--- config.mk ---
export PLATFORM = sky130hd
export DESIGN_NAME = ddsul_top
export DESIGN_NICKNAME = d
export VERILOG_FILES = /design/src/hw/ddsul_pkg.sv /design/src/hw/ddsul_top.sv
export VERILOG_INCLUDE_DIRS = /design/src /design/src/hw
export SDC_FILE = /design/constraint.sdc
export NUM_CORES = 2
export LEC_CHECK = 0
export BUFFER_PORTS_ARGS = -buffer_cell sky130_fd_sc_hd__buf_2
export CORE_ASPECT_RATIO = 0.9
export CORE_MARGIN = 2
export CORE_UTILIZATION = 55
export CTS_BUF_LIST = sky130_fd_sc_hd__clkbuf_2 sky130_fd_sc_hd__clkbuf_4 sky130_fd_sc_hd__clkbuf_8
export CTS_CLUSTER_DIAMETER = 60
export DETAILED_ROUTE_END_ITERATION = 8
export PLACE_DENSITY_LB_ADDON = 0.2
export SETUP_SLACK_MARGIN = 0.02
export SLEW_MARGIN = 20
export SYNTH_ARGS = -nofsm -noshare
export SYNTH_HDL_FRONTEND = slang
export SYNTH_SLANG_ARGS = --single-unit
--- constraint.sdc ---
create_clock -name core_clk -period 8.9 [get_ports core_clk]
set_clock_uncertainty 0.2 [all_clocks]
set_input_delay 0.89 -clock core_clk [delete_from_list [all_inputs] [get_ports core_clk]]
set_output_delay 0.89 -clock core_clk [all_outputs]
set_load 0.02 [all_outputs]
--- src/hw/ddsul_cfg.svh ---
// latency and layout constants for the update latency pipeline
// assumes a single system clock and a sync clock enable sampled from it
`ifndef DDSUL_CFG_SVH
`define DDSUL_CFG_SVH

// ----------------------------------------------------------------
// application latencies in system clock cycles
// ----------------------------------------------------------------
`define DDSUL_COMMIT_DAC_LAT    33
`define DDSUL_PROFILE_DAC_LAT   29
`define DDSUL_COMMIT_SHORT_LAT  4

// ----------------------------------------------------------------
// widths and reset values
// ----------------------------------------------------------------
`define DDSUL_FREQ_W     48
`define DDSUL_PHASE_W    14
`define DDSUL_CP_W       3
`define DDSUL_STEP_W     48
`define DDSUL_RATE_W     16
`define DDSUL_PROF_W     3
`define DDSUL_NPROF      8
`define DDSUL_CP_RST     3'h0

// ----------------------------------------------------------------
// AXI4-Lite register byte offsets
// ----------------------------------------------------------------
`define DDSUL_A_FREQ_LO   8'h00
`define DDSUL_A_FREQ_HI   8'h04
`define DDSUL_A_PHASE     8'h08
`define DDSUL_A_CP        8'h0C
`define DDSUL_A_STEP_LO   8'h10
`define DDSUL_A_STEP_HI   8'h14
`define DDSUL_A_RATE      8'h18
`define DDSUL_A_STATUS    8'h1C
`define DDSUL_A_PROF_BASE 8'h40
`define DDSUL_RESP_OKAY   2'h0
`define DDSUL_RESP_SLVERR 2'h2

`endif

--- src/hw/ddsul_pkg.sv ---
// types for the update latency pipeline
// assumes ddsul_cfg.svh is included first
`include "ddsul_cfg.svh"
package ddsul_pkg;
	typedef enum logic [1:0] {
		DDSUL_B_IDLE = 2'b00,
		DDSUL_B_RESP = 2'b01
	} ddsul_bus_type;

	typedef struct packed {
		// staged (written, not yet committed) values
		logic [`DDSUL_FREQ_W-1:0]  sf;
		logic [`DDSUL_PHASE_W-1:0] sp;
		logic [`DDSUL_CP_W-1:0]    scp;
		logic [`DDSUL_STEP_W-1:0]  sstep;
		logic [`DDSUL_RATE_W-1:0]  srate;
		// sync sampling
		logic                      upd_s;
		logic [`DDSUL_PROF_W-1:0]  prof_s;
		logic                      prof_v;
		// countdowns: 0 idle
		logic [5:0]                cnt_c;
		logic [5:0]                cnt_p;
		logic [2:0]                cnt_s;
		logic [`DDSUL_FREQ_W-1:0]  pend_f;
		logic [`DDSUL_PHASE_W-1:0] pend_p;
		logic [`DDSUL_CP_W-1:0]    pend_cp;
		logic [`DDSUL_STEP_W-1:0]  pend_step;
		logic [`DDSUL_RATE_W-1:0]  pend_rate;
		logic [`DDSUL_PROF_W-1:0]  pend_idx;
		// applied outputs
		logic [`DDSUL_FREQ_W-1:0]  dac_f;
		logic [`DDSUL_PHASE_W-1:0] dac_p;
		logic [`DDSUL_CP_W-1:0]    cp;
		logic [`DDSUL_STEP_W-1:0]  step;
		logic [`DDSUL_RATE_W-1:0]  rate;
		logic                      commit_p;
		logic                      profile_p;
		// bus
		ddsul_bus_type             wst;
		ddsul_bus_type             rst;
		logic [1:0]                bresp;
		logic [31:0]               rdata;
		logic [1:0]                rresp;
	} ddsul_state_type;
endpackage

--- src/hw/ddsul_top.sv ---
// update latency pipeline: commit strobe and profile pins to applied settings
// assumes strobe and profile pins are synchronous to core_clk and are
// examined only where sync_clk_rise marks a sync clock rising edge
`timescale 1ns/100ps
`include "ddsul_cfg.svh"
module ddsul_top #(
	parameter int COMMIT_LAT  = `DDSUL_COMMIT_DAC_LAT,
	parameter int PROFILE_LAT = `DDSUL_PROFILE_DAC_LAT,
	parameter int SHORT_LAT   = `DDSUL_COMMIT_SHORT_LAT
) (
	input  wire logic                      core_clk,
	input  wire logic                      srst,
	input  wire logic                      clk_en,
	input  wire logic                      sync_clk_rise,
	input  wire logic                      commit_strobe,
	input  wire logic [`DDSUL_PROF_W-1:0]  profile_select_pins,
	input  wire logic                      s_axi_awvalid,
	output logic                           s_axi_awready,
	input  wire logic [7:0]                s_axi_awaddr,
	input  wire logic                      s_axi_wvalid,
	output logic                           s_axi_wready,
	input  wire logic [31:0]               s_axi_wdata,
	input  wire logic [3:0]                s_axi_wstrb,
	output logic                           s_axi_bvalid,
	input  wire logic                      s_axi_bready,
	output logic [1:0]                     s_axi_bresp,
	input  wire logic                      s_axi_arvalid,
	output logic                           s_axi_arready,
	input  wire logic [7:0]                s_axi_araddr,
	output logic                           s_axi_rvalid,
	input  wire logic                      s_axi_rready,
	output logic [31:0]                    s_axi_rdata,
	output logic [1:0]                     s_axi_rresp,
	output logic [`DDSUL_FREQ_W-1:0]       dac_freq,
	output logic [`DDSUL_PHASE_W-1:0]      dac_phase,
	output logic [`DDSUL_CP_W-1:0]         charge_pump_output,
	output logic [`DDSUL_STEP_W-1:0]       sweep_step,
	output logic [`DDSUL_RATE_W-1:0]       sweep_rate,
	output logic                           commit_applied,
	output logic                           profile_applied
);
	localparam logic [5:0] CL = 6'(COMMIT_LAT);
	localparam logic [5:0] PL = 6'(PROFILE_LAT);
	localparam logic [2:0] SL = 3'(SHORT_LAT);

	ddsul_pkg::ddsul_state_type s_q;
	ddsul_pkg::ddsul_state_type s_d;

	// ----------------------------------------------------------------
	// profile memory, eight words of frequency and phase
	// ----------------------------------------------------------------
	logic [`DDSUL_FREQ_W-1:0]  prof_f_q [`DDSUL_NPROF];
	logic [`DDSUL_PHASE_W-1:0] prof_p_q [`DDSUL_NPROF];

	// handshake decode
	logic       wr_go;
	logic       rd_go;
	logic [7:0] pidx_w;
	assign wr_go  = s_q.wst == ddsul_pkg::DDSUL_B_IDLE && s_axi_awvalid && s_axi_wvalid;
	assign rd_go  = s_q.rst == ddsul_pkg::DDSUL_B_IDLE && s_axi_arvalid;
	assign pidx_w = s_axi_awaddr - `DDSUL_A_PROF_BASE;

	// profile words live at base + 16*idx: lo, hi, phase
	genvar gi;
	generate
		for (gi = 0; gi < `DDSUL_NPROF; gi++) begin : g_prof
			always_ff @(posedge core_clk) begin
				if (srst) begin
					prof_f_q[gi] <= '0;
					prof_p_q[gi] <= '0;
				end else if (clk_en && wr_go && s_axi_awaddr >= `DDSUL_A_PROF_BASE && !pidx_w[7]
						&& s_axi_awaddr[1:0] == 2'h0 && pidx_w[6:4] == 3'(gi)) begin // refused words must not land
					case (pidx_w[3:2])
						2'h0: prof_f_q[gi][31:0] <= s_axi_wdata;
						2'h1: prof_f_q[gi][47:32] <= s_axi_wdata[15:0];
						2'h2: prof_p_q[gi] <= s_axi_wdata[13:0];
						default: ;
					endcase
				end
			end
		end
	endgenerate

	// ----------------------------------------------------------------
	// next state
	// ----------------------------------------------------------------
	always_comb begin
		logic       upd_now;
		logic       prof_now;
		logic       wmap;
		logic       rmap;
		logic [7:0] ridx;
		upd_now  = 1'b0;
		prof_now = 1'b0;
		wmap     = 1'b0;
		rmap     = 1'b0;
		ridx     = s_axi_araddr - `DDSUL_A_PROF_BASE;
		s_d = s_q;
		s_d.commit_p  = 1'b0;
		s_d.profile_p = 1'b0;

		// strobe and pins looked at only on sync edges
		if (sync_clk_rise) begin
			upd_now     = commit_strobe && !s_q.upd_s; // edge seen at sync edge
			prof_now    = s_q.prof_v && profile_select_pins != s_q.prof_s;
			s_d.upd_s   = commit_strobe;
			s_d.prof_s  = profile_select_pins;
			s_d.prof_v  = 1'b1;
		end

		// countdowns; count 1 means apply now
		if (s_q.cnt_c == 6'h01) begin
			s_d.dac_f    = s_q.pend_f;
			s_d.dac_p    = s_q.pend_p;
			s_d.commit_p = 1'b1;
		end
		if (s_q.cnt_c != 6'h00)
			s_d.cnt_c = s_q.cnt_c - 6'h01;
		if (s_q.cnt_p == 6'h01) begin
			s_d.dac_f     = prof_f_q[s_q.pend_idx];
			s_d.dac_p     = prof_p_q[s_q.pend_idx];
			s_d.profile_p = 1'b1;
		end
		if (s_q.cnt_p != 6'h00)
			s_d.cnt_p = s_q.cnt_p - 6'h01;
		if (s_q.cnt_s == 3'h1) begin
			s_d.cp   = s_q.pend_cp;
			s_d.step = s_q.pend_step;
			s_d.rate = s_q.pend_rate;
		end
		if (s_q.cnt_s != 3'h0)
			s_d.cnt_s = s_q.cnt_s - 3'h1;

		// a new event restarts its countdown; older pending one is superseded
		if (upd_now) begin
			s_d.cnt_c     = CL;
			s_d.cnt_s     = SL;
			s_d.pend_f    = s_q.sf;
			s_d.pend_p    = s_q.sp;
			s_d.pend_cp   = s_q.scp;
			s_d.pend_step = s_q.sstep;
			s_d.pend_rate = s_q.srate;
		end
		if (prof_now) begin
			s_d.cnt_p    = PL;
			s_d.pend_idx = profile_select_pins; // binary index
		end

		// write channel: address and data taken together
		if (wr_go) begin
			wmap = 1'b1;
			case (s_axi_awaddr)
				`DDSUL_A_FREQ_LO: s_d.sf[31:0] = s_axi_wdata;
				`DDSUL_A_FREQ_HI: s_d.sf[47:32] = s_axi_wdata[15:0];
				`DDSUL_A_PHASE:   s_d.sp = s_axi_wdata[13:0];
				`DDSUL_A_CP:      s_d.scp = s_axi_wdata[2:0];
				`DDSUL_A_STEP_LO: s_d.sstep[31:0] = s_axi_wdata;
				`DDSUL_A_STEP_HI: s_d.sstep[47:32] = s_axi_wdata[15:0];
				`DDSUL_A_RATE:    s_d.srate = s_axi_wdata[15:0];
				default:          wmap = s_axi_awaddr >= `DDSUL_A_PROF_BASE && pidx_w < 8'h80
					&& pidx_w[3:2] != 2'h3 && s_axi_awaddr[1:0] == 2'h0;
			endcase
			// byte strobes ignored: word writes only, limitation of this block
			s_d.bresp = wmap ? `DDSUL_RESP_OKAY : `DDSUL_RESP_SLVERR;
			s_d.wst   = ddsul_pkg::DDSUL_B_RESP;
		end else if (s_q.wst == ddsul_pkg::DDSUL_B_RESP && s_axi_bready)
			s_d.wst = ddsul_pkg::DDSUL_B_IDLE;

		// read channel, status shows live pipeline activity
		if (rd_go) begin
			rmap = 1'b1;
			case (s_axi_araddr)
				`DDSUL_A_FREQ_LO: s_d.rdata = s_q.dac_f[31:0];
				`DDSUL_A_FREQ_HI: s_d.rdata = {16'h0000, s_q.dac_f[47:32]};
				`DDSUL_A_PHASE:   s_d.rdata = {18'h00000, s_q.dac_p};
				`DDSUL_A_CP:      s_d.rdata = {29'h00000000, s_q.cp};
				`DDSUL_A_STEP_LO: s_d.rdata = s_q.step[31:0];
				`DDSUL_A_STEP_HI: s_d.rdata = {16'h0000, s_q.step[47:32]};
				`DDSUL_A_RATE:    s_d.rdata = {16'h0000, s_q.rate};
				`DDSUL_A_STATUS:  s_d.rdata = {25'h0000000, s_q.prof_s,
					s_q.cnt_s != 3'h0, s_q.cnt_p != 6'h00, s_q.cnt_c != 6'h00, s_q.upd_s};
				default: begin
					rmap = s_axi_araddr >= `DDSUL_A_PROF_BASE && ridx < 8'h80
						&& ridx[3:2] != 2'h3 && s_axi_araddr[1:0] == 2'h0;
					case (ridx[3:2])
						2'h0:    s_d.rdata = prof_f_q[ridx[6:4]][31:0];
						2'h1:    s_d.rdata = {16'h0000, prof_f_q[ridx[6:4]][47:32]};
						2'h2:    s_d.rdata = {18'h00000, prof_p_q[ridx[6:4]]};
						default: s_d.rdata = 32'h00000000;
					endcase
					if (!rmap)
						s_d.rdata = 32'h00000000;
				end
			endcase
			s_d.rresp = rmap ? `DDSUL_RESP_OKAY : `DDSUL_RESP_SLVERR;
			s_d.rst   = ddsul_pkg::DDSUL_B_RESP;
		end else if (s_q.rst == ddsul_pkg::DDSUL_B_RESP && s_axi_rready)
			s_d.rst = ddsul_pkg::DDSUL_B_IDLE;
	end

	// ----------------------------------------------------------------
	// state register, frozen while clk_en low
	// ----------------------------------------------------------------
	always_ff @(posedge core_clk) begin
		if (srst) begin
			s_q     <= '0;
			s_q.cp  <= `DDSUL_CP_RST;
			s_q.wst <= ddsul_pkg::DDSUL_B_IDLE;
			s_q.rst <= ddsul_pkg::DDSUL_B_IDLE;
		end else if (clk_en)
			s_q <= s_d;
	end

	// ready flags kept in their own flops so the ports need no decode logic
	logic awr_q;
	logic arr_q;
	always_ff @(posedge core_clk) begin
		if (srst) begin
			awr_q <= 1'b1;
			arr_q <= 1'b1;
		end else if (clk_en) begin
			awr_q <= s_d.wst == ddsul_pkg::DDSUL_B_IDLE;
			arr_q <= s_d.rst == ddsul_pkg::DDSUL_B_IDLE;
		end
	end

	// outputs straight from flops
	// response state code is the only one with bit 0 set
	assign s_axi_awready     = awr_q;
	assign s_axi_wready      = awr_q;
	assign s_axi_bvalid      = s_q.wst[0];
	assign s_axi_bresp       = s_q.bresp;
	assign s_axi_arready     = arr_q;
	assign s_axi_rvalid      = s_q.rst[0];
	assign s_axi_rdata       = s_q.rdata;
	assign s_axi_rresp       = s_q.rresp;
	assign dac_freq          = s_q.dac_f;
	assign dac_phase         = s_q.dac_p;
	assign charge_pump_output = s_q.cp;
	assign sweep_step        = s_q.step;
	assign sweep_rate        = s_q.rate;
	assign commit_applied    = s_q.commit_p;
	assign profile_applied   = s_q.profile_p;
endmodule // ddsul_top

* Word level (Yosys, flattened, before mapping)
Memories as Yosys holds them, arrays and structs flattened. A register that Yosys moved wholly into a read port is not among the register bits. Index checks and enable logic that the tools add are counted.
Word-level totals: bits in registers 454, RAM bits 496, input bits 65, output and inout port bits 172, word-level logic and storage cells 294, memories kept 2
Cells by class: $add $sub $neg 5, order comparisons 4, equality and inequality tests 32, muxes and demuxes 130, bitwise gates (word level) 24, reductions and logical operators 64
Memory list:
- prof_f_q | depth 8, bits a word 48, rd ports 2, clocked after Yosys merged registers in 1, wr ports 8, RTL line ddsul_top.sv:52 | logic [`DDSUL_FREQ_W-1:0] prof_f_q [`DDSUL_NPROF];
- prof_p_q | depth 8, bits a word 14, rd ports 2, clocked after Yosys merged registers in 1, wr ports 8, RTL line ddsul_top.sv:53 | logic [`DDSUL_PHASE_W-1:0] prof_p_q [`DDSUL_NPROF];
Operators by type and width (count):
- 2-to-1 mux 32 bit | 9
- case mux 32 bit (8 select lines) | 1
- 2-to-1 mux 132 bit | 1
- 2-to-1 mux 16 bit | 8
- 2-to-1 mux 62 bit | 2
- 2-to-1 mux 14 bit | 8
- case mux 32 bit (3 select lines) | 1
- 2-to-1 mux 1 bit | 85
- == test 8 x 5 -> 1 bit, second input constant | 7
- == test 8 x 4 -> 1 bit, second input constant | 4
- logical AND 1 bit | 25
- 2-to-1 mux 6 bit | 4
- bitwise OR 1 bit | 24
- AND reduction 3 bit | 7
- AND reduction 2 bit | 10
- == test 8 x 3 -> 1 bit, second input constant | 2
- >= comparator 8 x 7 -> 1 bit, second input constant | 2
- logical NOT 2 bit | 8
- logical NOT 8 bit | 2
- less-than comparator 8 bit, second input constant | 2
- subtractor 8 x 7 -> 8 bit, second input constant | 2
- 2-to-1 mux 3 bit | 5
- == test 3 bit, second input constant | 4
- == test 6 x 1 -> 1 bit, second input constant | 2
- other kinds (16) | 34

* Longest topological paths before layout
depth after elaboration 12, gate-level depth with buffers 12, gate-level depth less buffers 7

* Worst setup path before layout
No wires, ideal clock.
path kind input -> register, from in s_axi_awaddr[6], to mem prof_f_q[0][0] (netlist name), enable pin, setup time 0.428 ns, data arrival time 4.107 ns, data required time 8.272 ns, slack 4.165 ns, stages on the path 7, buffers on the path 1, path through inv_1 -> ha_1 -> or4b_4 -> or3_4 -> or3_1 -> buf_6 -> o21bai_1
RTL lines:
- start: declaration | RTL line ddsul_top.sv:19 | input wire logic [7:0] s_axi_awaddr,
- end: declaration | RTL line ddsul_top.sv:52

* Final worst setup path
from in s_axi_araddr[6], to reg s_q (netlist bit s_axi_rdata[3])
On the way: word-level cells in the longest chain between the ends 7, elaborated cells on any way between the ends 19, those cells by class add/sub (1); order compare (2); eq/ne (7); mux (3); reduce/logical (4); memory (2)
RTL lines:
- start: declaration | RTL line ddsul_top.sv:29 | input wire logic [7:0] s_axi_araddr,
- subtractor 8 x 7 -> 8 bit (no source line)
- less-than comparator 8 bit | RTL line ddsul_top.sv:183 | rmap = s_axi_araddr >= `DDSUL_A_PROF_BASE && ridx < 8'h80
- logical AND 1 bit (3 in series) | RTL line ddsul_top.sv:183
- 2-to-1 mux 32 bit | RTL line ddsul_top.sv:191 | if (!rmap)
- case mux 32 bit (8 select lines) (*) | RTL line ddsul_top.sv:172 | case (s_axi_araddr)
- end: declaration | RTL line ddsul_top.sv:46 | ddsul_pkg::ddsul_state_type s_q;
Mark *: on every way between the ends. The rest lies on a longest branch, timed or not. A chain may end at the register's enable or synchronous reset.

==> results_dict.tcl <==
set metrics [dict create \
    dp_hpwl_um 86300 \
    die_area_sq_mm 0.0853 \
    cts_tree "done" \
    ys_ff_latch 951 \
    required_ps 9460 \
    cts_buffers 154 \
    grt_start_max_net_pins 241 \
    vias 32300 \
    drt-initial-drc-count 4048 \
    numPortBuffers 230 \
    end_kind "flop" \
    die_h_um 277 \
    crit_end "s_axi_rdata[3]$_SDFFE_PP0P_" \
    cap_viol_max_count 0 \
    synth_edf_count 496 \
    cts_buffer_depth 3 \
    grt_usage 0.332 \
    ctsHoldBuffers 0 \
    synth.distinct_cells 69 \
    wl_um 142000 \
    yosysTopAreaCell "edfxtp_1" \
    io_pins 237 \
    ctsHtreeMaxLevel 4 \
    final_nets 4115 \
    root_buffer "clkbuf_8" \
    drt-wirelength-per-cell_um 27.2 \
    synthCells 4090 \
    final_common_cell "nand2_1" \
    antenna_found_initial 11 \
    cts_num_sinks 951 \
    async_flop_share 0 \
    grt-ovfl-total 0 \
    synth_flop_cell "edfxtp_1" \
    crit_type "in -> reg" \
    slew_headroom 0.213 \
    synth_seq_area_share 0.526 \
    finalSetupViolCount 0 \
    synth_area_per_cell_sq_um 11.2 \
    yosysWarnings 0 \
    drive_gt1_frac 0.211 \
    period_share 0.470 \
    crit_path_max_fanout 31 \
    crit_start "s_axi_araddr[6]" \
    ctsResizeCount 0 \
    core_area_sq_mm 0.0825 \
    tightest_slew_ps 1180 \
    syn_area_sq_mm 0.0456 \
    fin_crit_ps 4190 \
    vdd_ir_drop_max_mv 0.141 \
    powerDensity_mw_per_mm2 197 \
    start_util 0.554 \
    outcome "completed" \
    final_antenna_net_count 0 \
    cp-start-kind "input port" \
    final_max_slew_viol_count 0 \
    via_per_inst 6.17 \
    rrSetupSlack_ps 4800 \
    grt_pass1_wl_um 208000 \
    dr.pass1.iters 6 \
    power_leakage_uw 0.0179 \
    finalHoldViolCount 0 \
    final_cell_mix "nand2_1 (608), and2_1 (496), edfxtp_1 (496)" \
    worstReg2RegEnd "dac_freq[43]$_SDFFE_PP0P_" \
    rsz0062_at_grt "no" \
    grt_pass1_vias 30700 \
    num-fill-cells 6767 \
    crit_arrival_ps 4750 \
    clk_latency_ps 830 \
    rows 100 \
    yosysTopAreaCellShare 0.326 \
    reg2reg_depth 7 \
    synth_area_leaders "edfxtp_1 (33%), dfxtp_1 (20%), mux4_2 (11%), and2_1 (6.8%), nand2_1 (5.0%)" \
    hold_slack_ps 112 \
    hold_path_class "in -> reg" \
    die_w_um 308 \
    drc 0 \
    r2r-start "s_q[308]$_SDFFE_PP0P_" \
    finalSetupTns_ps 0 \
    clkTransAtPathRegs_ps 60 \
    syn2layout_area_growth_pct 8.19 \
    postCtsSetupRepairBufs 0 \
    fmax_ghz 0.239 \
    gp_congestion 0.890 \
]
==> cell type report <==
cell class	count	area (sq um)	share of cell area
Tap cell	1071	1340	0.0271
Clock inverter	42	332	0.00671
Antenna cell	8	20.0	0.000405
Clock buffer	235	2860	0.0579
Multi-Input combinational cell	2613	19000	0.384
Timing Repair Buffer	301	1760	0.0357
Sequential cell	951	24000	0.486
Inverter	18	67.6	0.00137
==> worst min-delay path by stage <==
stage | end | slack [ps] | cells after the start | start
after CTS | s_q[322]$_SDFFE_PP0P_ | 60 | 3 | commit_strobe
final | s_q[322]$_SDFFE_PP0P_ | 110 | 3 | commit_strobe
after global routing | s_q[322]$_SDFFE_PP0P_ | 90 | 3 | commit_strobe
after global placement | sweep_step[34]$_SDFFE_PP0P_ | 240 | 2 | s_q[224]$_SDFFE_PP0P_
after floorplan | s_q[174]$_SDFFE_PP0P_ | 230 | 2 | s_q[323]$_SDFFE_PP0P_
after detailed placement | sweep_step[21]$_SDFFE_PP0P_ | 240 | 2 | s_q[211]$_SDFFE_PP0P_
==> state kept, by name, summed over array words and instances (netlist names), 3 cells and up, named ones only <==
name and count:
prof_f_q 384, s_axi_rdata 32, dac_phase 14, sweep_step 48, s_q 283, prof_p_q 112, charge_pump_output 3, sweep_rate 16
dac_freq 48
==> power breakdown <==
group	total, uW	leakage [uW]	switching, uW	internal (uW)
clock network	3940	0.00170	1820	2120
logic	1010	0.00717	715	295
registers	4790	0.00900	84.4	4710
total	9750	0.0179	2620	7130
==> layer usage <==
layer / vias up / track usage / share of wire
li1: 14200 / - / -
met1: 16000 / 0.461 / 0.40
met2: 1824 / 0.511 / 0.46
met3: 286 / 0.0702 / 0.11
met4: 6 / 0.131 / 0.040
met5: - / 0 / 0.00032
==> metrics by stage <==
stage	total power [uW]	util	area, sq um	setup WS, ps	cells
after floorplan	5520	-	45600	4160	4091
after global placement	5860	0.559	46100	4080	4952
after detailed placement	5870	0.560	46100	4060	4953
after CTS	9760	0.598	49300	4810	5230
after global routing	10000	0.599	49400	4620	5233
final	9750	0.599	49400	4710	5239
==> worst max-delay path: stages <==
cell,delay [ps]
buf_2,90
buf_4,480
inv_2,430
ha_1,340
or4b_1,610
nand3_1,630
nor4_1,940
nor4_1,130
nor3_1,180
==> kinds of logic (layout without fill, tap and decap cells) <==
| logic type | Yosys count | in the layout | share of synthesized area |
|---|---|---|---|
| multiplexers | 448 | 448 | 0.162 |
| XOR/XNOR | 12 | 12 | 0.00230 |
| other | 1 | 10 | 0.0000822 |
| adder cells (fa/ha/maj) | 11 | 11 | 0.00302 |
| flip-flops | 951 | 951 | 0.526 |
| AND/OR/NAND/NOR | 1518 | 1518 | 0.167 |
| AO/OA/AOI/OAI | 622 | 622 | 0.0781 |
| buffers and inverters | 527 | 596 | 0.0616 |
==> synthesized netlist by cell type (8+ instances only) <==
| library cell | number |
|---|---|
| mux2_2 | 19 |
| nor2b_1 | 17 |
| nor3_1 | 31 |
| nand2_1 | 610 |
| a211oi_1 | 18 |
| dfxtp_1 | 455 |
| buf_2 | 54 |
| buf_4 | 170 |
| mux4_2 | 232 |
| nor4_1 | 8 |
| clkbuf_2 | 8 |
| o22ai_1 | 85 |
| o21bai_1 | 18 |
| mux2i_1 | 197 |
| and2_1 | 496 |
| a22oi_1 | 25 |
| nor2_1 | 206 |
| xor2_1 | 10 |
| o31ai_1 | 8 |
| a21oi_1 | 379 |
| nand3_1 | 13 |
| and3b_1 | 8 |
| buf_6 | 14 |
| a221oi_1 | 10 |
| ha_1 | 11 |
| buf_1 | 26 |
| inv_1 | 15 |
| nand2b_1 | 69 |
| o21ai_0 | 36 |
| clkbuf_1 | 236 |
| nor2_4 | 8 |
| edfxtp_1 | 496 |
Note: power is estimated with default switching activity, not from simulation.
